[src/pee_consts.svh]
`ifndef PEE_CONSTS_SVH
`define PEE_CONSTS_SVH

// ==========================================
// Geometry
`define PEE_ADDR_W 11
`define PEE_DATA_W 8
`define PEE_POLL_BIT 7
`define PEE_ID_BASE 11'h7e0

// ==========================================
// Timing, printed figures then cycle counts at 100 MHz
`define PEE_CLK_NS 10
`define PEE_SETUP_NS 50
`define PEE_PULSE_NS 100
`define PEE_HOLD_NS 50
`define PEE_ACC_NS 150
`define PEE_FLOAT_NS 50
`define PEE_HV_SETUP_NS 1000
`define PEE_WC_STD_US 1000
`define PEE_WC_FAST_US 200
`define PEE_LOCKOUT_US 5000
`define PEE_ERASE_US 10000
`define PEE_SETUP_CYC ((`PEE_SETUP_NS + `PEE_CLK_NS - 1) / `PEE_CLK_NS)
`define PEE_PULSE_CYC ((`PEE_PULSE_NS + `PEE_CLK_NS - 1) / `PEE_CLK_NS)
`define PEE_HOLD_CYC ((`PEE_HOLD_NS + `PEE_CLK_NS - 1) / `PEE_CLK_NS)
`define PEE_ACC_CYC ((`PEE_ACC_NS + `PEE_CLK_NS - 1) / `PEE_CLK_NS + 1)
`define PEE_FLOAT_CYC ((`PEE_FLOAT_NS + `PEE_CLK_NS - 1) / `PEE_CLK_NS)
`define PEE_HV_CYC ((`PEE_HV_SETUP_NS + `PEE_CLK_NS - 1) / `PEE_CLK_NS)
`define PEE_WC_STD_CYC ((`PEE_WC_STD_US * 1000) / `PEE_CLK_NS)
`define PEE_WC_FAST_CYC ((`PEE_WC_FAST_US * 1000) / `PEE_CLK_NS)
`define PEE_LOCKOUT_CYC ((`PEE_LOCKOUT_US * 1000 + `PEE_CLK_NS - 1) / `PEE_CLK_NS)
`define PEE_ERASE_CYC ((`PEE_ERASE_US * 1000 + `PEE_CLK_NS - 1) / `PEE_CLK_NS)
`define PEE_POLL_GAP_CYC 4

`endif

[src/pee_pkg.sv]
package pee_pkg;
  // ==========================================
  // Command kinds
  typedef enum logic [1:0] {
    PEE_CMD_READ = 2'h0,
    PEE_CMD_WRITE = 2'h1,
    PEE_CMD_CLEAR = 2'h2
  } pee_cmd_t;

  // Request from the user side
  typedef struct packed {
    pee_cmd_t cmd;
    logic id_area;
    logic [10:0] addr;
    logic [7:0] data;
  } pee_req_t;

  // Pins toward the memory, all strobes active low
  typedef struct packed {
    logic [10:0] addr_bus;
    logic id_area_hv_select;
    logic oe_hv;
    logic cs_n;
    logic oe_n;
    logic we_n;
  } pee_pins_t;

  // Answer to the user side
  typedef struct packed {
    logic [7:0] data;
    logic timeout;
  } pee_rsp_t;
endpackage : pee_pkg

[src/pee_timer.sv]
`timescale 1ns/1ps
`include "pee_consts.svh"
// ==========================================
// Down counter; done is a one-cycle pulse when a loaded count expires
module pee_timer (
  // Clock and reset
  input wire logic clk_sys,
  input wire logic resetn,
  // Control
  input wire logic load,
  input wire logic [20:0] count,
  // Status
  output logic done,
  output logic running
);
  logic [20:0] cnt;
  logic [20:0] next_cnt;
  logic next_done;

  // Count down to one, then pulse
  always_comb begin
    next_cnt = cnt;
    next_done = 1'b0;
    if (load) begin
      next_cnt = count;
    end else if (cnt == 21'h000001) begin
      next_cnt = 21'h000000;
      next_done = 1'b1;
    end else if (cnt != 21'h000000) begin
      next_cnt = cnt - 21'h000001;
    end
  end

  always_ff @(posedge clk_sys) begin
    if (!resetn) begin
      cnt <= 21'h000000;
      done <= 1'b0;
    end else begin
      cnt <= next_cnt;
      done <= next_done;
    end
  end

  assign running = (cnt != 21'h000000);
endmodule : pee_timer

[src/pee_host.sv]
`timescale 1ns/1ps
`include "pee_consts.svh"
// ==========================================
// Host controller for a 2K x 8 parallel byte-write memory
module pee_host #(
  parameter int unsigned LOCKOUT_CYC = `PEE_LOCKOUT_CYC,
  parameter int unsigned WC_CYC = `PEE_WC_STD_CYC,
  parameter int unsigned ERASE_CYC = `PEE_ERASE_CYC
) (
  // Clock and reset
  input wire logic clk_sys,
  input wire logic resetn,
  // User request
  input wire logic req_valid,
  input wire pee_pkg::pee_req_t req,
  output logic req_ready,
  // User answer
  output logic rsp_valid,
  output pee_pkg::pee_rsp_t rsp,
  // Memory pins
  output pee_pkg::pee_pins_t pins,
  output logic [7:0] data_bus_out,
  output logic data_bus_oe_n,
  input wire logic [7:0] data_bus_in,
  input wire logic ready_busy_n
);
  typedef enum logic [9:0] {
    ST_LOCK = 10'h001,
    ST_IDLE = 10'h002,
    ST_HV = 10'h004,
    ST_RD = 10'h008,
    ST_SETUP = 10'h010,
    ST_PULSE = 10'h020,
    ST_HOLD = 10'h040,
    ST_BUSY = 10'h080,
    ST_POLL = 10'h100,
    ST_FLOAT = 10'h200
  } pee_state_t;

  pee_state_t state;
  pee_state_t next_state;
  pee_pkg::pee_req_t cur;
  pee_pkg::pee_req_t next_cur;
  pee_pkg::pee_pins_t next_pins;
  logic [7:0] next_dout;
  logic next_doe_n;
  logic next_req_ready;
  logic next_rsp_valid;
  pee_pkg::pee_rsp_t next_rsp;
  logic [8:0] cnt;
  logic [8:0] next_cnt;
  logic tmr_load;
  logic [20:0] tmr_count;
  logic tmr_done;
  logic tmr_running;
  logic poll_ok;

  // Long waits: lockout, write time, erase pulse
  pee_timer u_timer (
    .clk_sys(clk_sys),
    .resetn(resetn),
    .load(tmr_load),
    .count(tmr_count),
    .done(tmr_done),
    .running(tmr_running)
  );

  // Completion when polled bit 7 matches the written value
  assign poll_ok = (data_bus_in[`PEE_POLL_BIT] == cur.data[`PEE_POLL_BIT]);

  // ==========================================
  // Sequencer
  always_comb begin
    next_state = state;
    next_cur = cur;
    next_pins = pins;
    next_dout = data_bus_out;
    next_doe_n = data_bus_oe_n;
    next_req_ready = 1'b0;
    next_rsp_valid = 1'b0;
    next_rsp = rsp;
    next_cnt = (cnt == 9'h000) ? 9'h000 : cnt - 9'h001;
    tmr_load = 1'b0;
    tmr_count = 21'h000000;
    unique case (state)
      ST_LOCK: begin
        // Wait out the supply lockout before any write
        if (!tmr_running && !tmr_done) begin
          tmr_load = 1'b1;
          tmr_count = 21'(LOCKOUT_CYC);
        end else if (tmr_done) begin
          next_state = ST_IDLE;
          next_req_ready = 1'b1;
        end
      end
      ST_IDLE: begin
        next_req_ready = 1'b1;
        if (req_valid && req_ready) begin
          next_req_ready = 1'b0;
          next_cur = req;
          next_pins.addr_bus = req.addr;
          next_pins.id_area_hv_select = req.id_area;
          next_rsp.timeout = 1'b0;
          next_cnt = 9'(`PEE_HV_CYC);
          next_state = ST_HV;
        end
      end
      ST_HV: begin
        // Clear and id-area accesses let address and high voltage settle before strobes; plain accesses go straight on
        if (cur.cmd == pee_pkg::PEE_CMD_CLEAR) begin
          next_pins.oe_hv = 1'b1;
          next_pins.cs_n = 1'b0;
        end
        if (cnt == 9'h000 || (cur.cmd != pee_pkg::PEE_CMD_CLEAR && !cur.id_area)) begin
          if (cur.cmd == pee_pkg::PEE_CMD_READ) begin
            next_pins.cs_n = 1'b0;
            next_pins.oe_n = 1'b0;
            next_cnt = 9'(`PEE_ACC_CYC);
            next_state = ST_RD;
          end else begin
            next_pins.oe_n = 1'b1;
            next_pins.cs_n = 1'b0;
            next_dout = cur.data;
            next_doe_n = (cur.cmd == pee_pkg::PEE_CMD_CLEAR);
            next_cnt = 9'(`PEE_SETUP_CYC);
            next_state = ST_SETUP;
          end
        end
      end
      ST_RD: begin
        if (cnt == 9'h000) begin
          next_rsp.data = data_bus_in;
          next_rsp_valid = 1'b1;
          next_pins.cs_n = 1'b1;
          next_pins.oe_n = 1'b1;
          next_cnt = 9'(`PEE_FLOAT_CYC);
          next_state = ST_FLOAT;
        end
      end
      ST_SETUP: begin
        if (cnt == 9'h000) begin
          next_pins.we_n = 1'b0;
          if (cur.cmd == pee_pkg::PEE_CMD_CLEAR) begin
            tmr_load = 1'b1;
            tmr_count = 21'(ERASE_CYC);
          end
          next_cnt = 9'(`PEE_PULSE_CYC);
          next_state = ST_PULSE;
        end
      end
      ST_PULSE: begin
        if ((cur.cmd == pee_pkg::PEE_CMD_CLEAR) ? tmr_done : (cnt == 9'h000)) begin
          next_pins.we_n = 1'b1;
          // Clear keeps select and high voltage a full settle time past the pulse
          next_cnt = (cur.cmd == pee_pkg::PEE_CMD_CLEAR) ? 9'(`PEE_HV_CYC) : 9'(`PEE_HOLD_CYC);
          next_state = ST_HOLD;
        end
      end
      ST_HOLD: begin
        if (cnt == 9'h000) begin
          next_pins.cs_n = 1'b1;
          next_pins.oe_hv = 1'b0;
          next_doe_n = 1'b1;
          tmr_load = 1'b1;
          tmr_count = 21'(WC_CYC);
          next_state = ST_BUSY;
        end
      end
      ST_BUSY: begin
        // Device times itself; host only watches for the end
        if (cur.cmd != pee_pkg::PEE_CMD_CLEAR && ready_busy_n && !tmr_done) begin
          next_pins.cs_n = 1'b0;
          next_pins.oe_n = 1'b0;
          next_cnt = 9'(`PEE_ACC_CYC);
          next_state = ST_POLL;
        end else if (cur.cmd == pee_pkg::PEE_CMD_CLEAR && ready_busy_n) begin
          next_rsp_valid = 1'b1;
          next_state = ST_FLOAT;
        end else if (tmr_done) begin
          next_rsp.timeout = 1'b1;
          next_rsp_valid = 1'b1;
          next_pins.cs_n = 1'b1;
          next_pins.oe_n = 1'b1;
          next_state = ST_FLOAT;
        end
      end
      ST_POLL: begin
        if (cnt == 9'h000) begin
          next_pins.cs_n = 1'b1;
          next_pins.oe_n = 1'b1;
          if (poll_ok) begin
            next_rsp.data = data_bus_in;
            next_rsp_valid = 1'b1;
            next_cnt = 9'(`PEE_FLOAT_CYC);
            next_state = ST_FLOAT;
          end else if (tmr_done || !tmr_running) begin
            next_rsp.timeout = 1'b1;
            next_rsp_valid = 1'b1;
            next_cnt = 9'(`PEE_FLOAT_CYC); // Let the polled outputs float first
            next_state = ST_FLOAT;
          end else begin
            next_state = ST_BUSY; // Retry from ST_BUSY at once, with no float wait
          end
        end
      end
      ST_FLOAT: begin
        // No new access until the float count runs out; a timeout from ST_BUSY leaves that count at zero
        next_pins.id_area_hv_select = 1'b0;
        if (cnt == 9'h000) begin
          next_req_ready = 1'b1;
          next_state = ST_IDLE;
        end
      end
      default: begin
        next_state = ST_IDLE;
      end
    endcase
  end

  always_ff @(posedge clk_sys) begin
    if (!resetn) begin
      state <= ST_LOCK;
      cur <= '0;
      pins <= '{addr_bus: 11'h000, id_area_hv_select: 1'b0, oe_hv: 1'b0,
                cs_n: 1'b1, oe_n: 1'b1, we_n: 1'b1};
      data_bus_out <= 8'h00;
      data_bus_oe_n <= 1'b1;
      req_ready <= 1'b0;
      rsp_valid <= 1'b0;
      rsp <= '0;
      cnt <= 9'h000;
    end else begin
      state <= next_state;
      cur <= next_cur;
      pins <= next_pins;
      data_bus_out <= next_dout;
      data_bus_oe_n <= next_doe_n;
      req_ready <= next_req_ready;
      rsp_valid <= next_rsp_valid;
      rsp <= next_rsp;
      cnt <= next_cnt;
    end
  end
endmodule : pee_host

[config.mk]
export PLATFORM = sky130hd
export DESIGN_NAME = pee_host
export DESIGN_NICKNAME = d
export VERILOG_FILES = /design/src/pee_pkg.sv /design/src/pee_timer.sv /design/src/pee_host.sv
export VERILOG_INCLUDE_DIRS = /design/src /design/src/src
export SDC_FILE = /design/constraint.sdc
export NUM_CORES = 1
export LEC_CHECK = 0
export ABC_CLOCK_PERIOD_IN_PS = 6600
export BUFFER_PORTS_ARGS = -buffer_cell sky130_fd_sc_hd__buf_4
export CORE_ASPECT_RATIO = 1.2
export CORE_MARGIN = 1
export CORE_UTILIZATION = 61
export CTS_CLUSTER_SIZE = 14
export DETAILED_ROUTE_END_ITERATION = 16
export GPL_ROUTABILITY_DRIVEN = 0
export HOLD_SLACK_MARGIN = 0.12
export PLACE_DENSITY = 0.92
export SLEW_MARGIN = 10
export SYNTH_ARGS = -nofsm -noshare
export SYNTH_HDL_FRONTEND = slang
export SYNTH_SLANG_ARGS = --single-unit
[constraint.sdc]
create_clock -name clk_sys -period 6.6 [get_ports clk_sys]
set_input_delay 0.99 -clock clk_sys [delete_from_list [all_inputs] [get_ports clk_sys]]
set_output_delay 0.99 -clock clk_sys [all_outputs]
set_load 0.005 [all_outputs]
# Word level (Yosys, flattened, before mapping)
# Cells that the tools add are included.
dict set report word_totals {
  register_bits 88
  in_bits 34
  output_inout_bits 36
  word_cells 181
}
dict set report op_classes {
  n_addsub 2
  eq_ne 37
  muxes 86
  n_bitwise 2
  reduce_logical 35
}
# cell n
set ops {}
lappend ops {{$mux 10} 15}
lappend ops {{$pmux 10 s10} 1}
lappend ops {{$mux 9} 11}
lappend ops {{$mux 21} 3}
lappend ops {{$pmux 9 s7} 1}
lappend ops {{$pmux 20 s3} 1}
lappend ops {{$mux 20} 2}
lappend ops {{$ne 2x2->1 const B} 17}
lappend ops {{$mux 1} 27}
lappend ops {{$eq 21x1->1 const B} 1}
lappend ops {{$reduce_bool 21->1} 1}
lappend ops {{$sub 21x1->21 const B} 1}
lappend ops {{$mux 19} 1}
lappend ops {{$mux 17} 1}
lappend ops {{$mux 8} 2}
lappend ops {{$pmux 8 s2} 1}
lappend ops {{$pmux 1 s3} 5}
lappend ops {{$mux 2} 7}
lappend ops {{$reduce_and 11->1} 1}
lappend ops {{$eq 10x1->1 const B} 1}
lappend ops {{$eq 10x10->1 const B} 1}
lappend ops {{$eq 10x2->1 const B} 1}
lappend ops {{$eq 10x3->1 const B} 1}
lappend ops {{$eq 10x4->1 const B} 1}
lappend ops {{other kinds (32)} 58}

# Logic depth before layout (Yosys ltp)
dict set report depth {
  depth_word 7
  mapped_depth 10
  depth_no_buf 8
}

# Modules after synthesis
# Synthesis repeated with hierarchy kept, for this count alone.
dict set report unflattened {
  hier_cells 565
  area_unflattened_um2 4581.9
}
# mod instances cells_per_inst area_per_inst_um2 seq_area_each_um2
set modules_own_cells {}
lappend modules_own_cells {pee_host 1 421 3329.4 1321.3}
lappend modules_own_cells {pee_timer 1 144 1252.5 440.4}

# Least setup slack after synthesis
# No wires, ideal clock.
dict set report synth_timing {
  path_type {register -> register}
  startpoint {register, netlist name cnt[0]}
  endpoint {register cur[20] (netlist bit)}
  setup_ps 132
  arrival_ps 2163
  t_required_ps 6468
  path_slack_ps 4305
  stages_incl_launch_ff 11
  n_path_buf 2
  synth_period_minus_slack_ps 2295
  path_cell_list {dfxtp_1 -> inv_1 -> ha_1 -> or4b_1 -> o31ai_4 -> o22ai_2 -> or2_1 -> buf_2 -> buf_6 -> nand2_1 -> a21oi_1}
}
# element line_no
set synth_lines {}
lappend synth_lines {{end signal, assigned} pee_host.sv:234} ;# cur <= next_cur;
lappend synth_lines {{end, declared} pee_host.sv:42} ;# pee_pkg::pee_req_t cur;

# Final worst setup path
dict set report layout_timing {
  startpoint {register cnt[0]}
  endpoint {register data_bus_out[7]}
}
dict set report layout_via {
  elab_chain_cells 3
}
# element line_no
set layout_rtl {}
lappend layout_rtl {{start, declared} pee_host.sv:50} ;# logic [8:0] cnt;
lappend layout_rtl {{start signal, assigned} pee_host.sv:241} ;# cnt <= next_cnt;
lappend layout_rtl {{$logic_not 9->1} pee_host.sv:114} ;# if (cnt == 9'h000 || (cur.cmd != pee_pkg::PEE_CMD_CLEAR && !cur.id_area)) begin
lappend layout_rtl {{$logic_or 1x1->1} pee_host.sv:114}
lappend layout_rtl {{$reduce_and 3->1 (no source line)} n/a}
lappend layout_rtl {{end signal, assigned} pee_host.sv:236} ;# data_bus_out <= next_dout;
lappend layout_rtl {{end, declared} pee_host.sv:22} ;# output logic [7:0] data_bus_out,
# No other way between the ends.
# A chain may end at the register's enable or synchronous reset.

==> results_dict.tcl <==
set metrics [dict create \
    cp.required_ns 6.84 \
    ys_async_sr_fraction_pct 0 \
    htree_levels 3 \
    hold_class "reg -> reg" \
    max_freq_mhz 314 \
    outcome "completed" \
    die_height_microns 97.3 \
    synth_ff_type "dfxtp_1" \
    gr-total-overflow 0 \
    synth-edff-count 0 \
    drcViolationCount 0 \
    combPwrFrac_pct 43.1 \
    cts_setup_buffers 0 \
    arrival_ns 3.42 \
    avgSynthCellArea_sq_um 8.28 \
    nFillCells 536 \
    grt_first_pass_wirelength_microns 19300 \
    drt-initial-drc-count 385 \
    area_growth_pct 14.2 \
    maxCapViolations 0 \
    seqPwrFrac_pct 38.3 \
    final_common_cell "dfxtp_1" \
    fin_setup_tns_ns 0 \
    cts_tree "built" \
    first_global_vias 4153 \
    rows 34 \
    drive_gt1_share_pct 19.4 \
    setup.worst_path.start_class "register" \
    port_buffers 69 \
    routed-via-count 4429 \
    routed.top_layer "met4" \
    clk_path_buf_depth 2 \
    grt.total_usage_pct 31.3 \
    ys_seq_area_share_pct 38.1 \
    io-pin-count 70 \
    ys_seq_elements 88 \
    skew_ns 0.0155 \
    met1Wirelength_microns 4490 \
    dr.pass1.iters 5 \
    viasPerCell 6.29 \
    period_needed_ns 3.18 \
    netSwitchingPower_uw 765 \
    detail-route-antenna-nets 0 \
    antenna_found_initial 0 \
    grt_max_degree 53 \
    fp.coreArea_sq_um 7270 \
    wl_microns 11800 \
    synthCells 558 \
    crit_type "reg -> reg" \
    clkLatencyLatePin_ns 0.37 \
    finalSetupViolations 0 \
    clkTransAtPathRegs_ns 0.10 \
    vdd_ir_drop_max_mv 0.219 \
    cts_root_buffer "clkbuf_8" \
    layout_common_cells "dfxtp_1 (88), nand2_1 (76), nor2_1 (76), buf_4 (71), a21oi_1 (50)" \
    dpl.hpwl_microns 8590 \
    routed-wl-met2_microns 5660 \
    p_per_area_nw_per_um2 351 \
    swShare_pct 41.3 \
    drt-wirelength-per-cell_microns 16.7 \
    cts-resized-gates 0 \
    crit_fanout 18 \
    fin_nets 647 \
    maxSlewHeadroom_pct 24.5 \
    fin_crit_sh_pct 48.3 \
    p_leak_uw 0.00214 \
    tightest_slew_ns 1.13 \
    clock_sinks 88 \
    yosysWarnings 0 \
    internal_power_uw 1090 \
    cts_hold_buf 0 \
    slew_viol_final 0 \
    fin_util_pct 72.5 \
    hold_viol 0 \
    syn-cell-area_sq_um 4620 \
    synth.net_count 596 \
    start_util_pct 63.5 \
    synthDistinctLibCells 71 \
    clkPwrFrac_pct 18.7 \
    die_area_sq_um 7930 \
    die_x_microns 81.5 \
    numCtsBuffers 9 \
    wl_met3_microns 916 \
    endpoint_kind "register" \
    antennaDiodeCount 0 \
    rsz0062_at_grt "false" \
]
[final timing paths]
check	startpoint	end	slack, ns	depth (start not counted)
worst max register to register	cnt[0]	data_bus_out[7]	3.42	8
worst min-delay path	cur[1]	cur[1]	0.46	2
worst max-delay path	cnt[0]	data_bus_out[7]	3.42	8
worst min register to register	cur[1]	cur[1]	0.46	2
[critical path, cell delays in order (launching register included)]
cell	delay, ns
dfxtp_1	0.36
inv_1	0.08
ha_1	0.24
or4b_1	0.57
nor2_4	0.43
o21ai_1	0.12
a21oi_1	0.88
mux2i_1	0.29
nor2_1	0.06
[kinds of logic after synthesis]
kind of cell               Yosys count  share of synthesized area (%)
and+or+nand+nor                    266                           30.8
AOI/OAI and AO/OA                  111                           15.7
DFF                                 88                           38.1
buffers and inverters               41                           4.49
xor gates and xnor gates            26                           4.93
muxes                               22                           4.79
adders and majority gates            4                           1.08
[state kept, by name, indices dropped and copies added (netlist names)]
register       cells
data_bus_out       8
u_timer.done       1
rsp                9
cur               11
rsp_valid          1
req_ready          1
cnt                9
data_bus_oe_n      1
state             10
u_timer.cnt       21
pins              16
[through the flow]
stage          instances  power [uW]  cell area (sq um)  setup WS, ns  hold WS, ns
2_1_floorplan        558        1350               4620          4.31        0.432
3_3_place_gp         688        1470               5100          3.62        0.438
3_5_place_dp         688        1500               5100          3.47        0.448
4_1_cts              704        1840               5280          3.44        0.461
5_1_grt              704        1960               5280          3.17        0.469
6_report             704        1850               5280          3.42        0.461
[synthesized netlist by cell type, drive strengths merged, types with 5 or more instances]
cell type,number,area [sq um]
dfxtp,88,1760
nor2,78,303
nand2,77,297
a21oi,53,277
mux2i,21,210
nor3,20,116
o21ai,19,95.1
xor2,19,166
buf,18,120
nor4,15,130
clkbuf,13,50.0
or3,10,62.6
inv,9,33.8
nand3,9,45.0
nand4,9,56.3
or2,9,58.8
xnor2,7,61.3
or4,6,48.8
nor2b,5,31.3
nor4b,5,88.8
o21a,5,37.5
[power groups by stage]
stage	registers, uW	logic (uW)	clock network [uW]
floorplan	687	662	0
global placement	709	757	0
detailed placement	716	780	0
CTS	704	785	349
global route	718	869	368
finish	709	798	345
[routing by layer]
layer  global-route usage, %  vias to the layer above
li1                        -                     2078
met1                    37.5                     1997
met2                    51.0                      266
met3                    6.01                       88
met4                    17.9                        0
met5                       0                        -
[cell type report]
type                       count  area [sq um]  share of cell area [%]
clock buffer                  10           128                    2.42
timing repair buffer          71           533                    10.1
tap                           90           113                    2.13
inverter                      10          37.5                   0.711
multi-input combinational    429          2650                    50.2
clock inverter                 6          52.6                   0.996
sequential                    88          1760                    33.4
(Power assumes the default switching activity.)
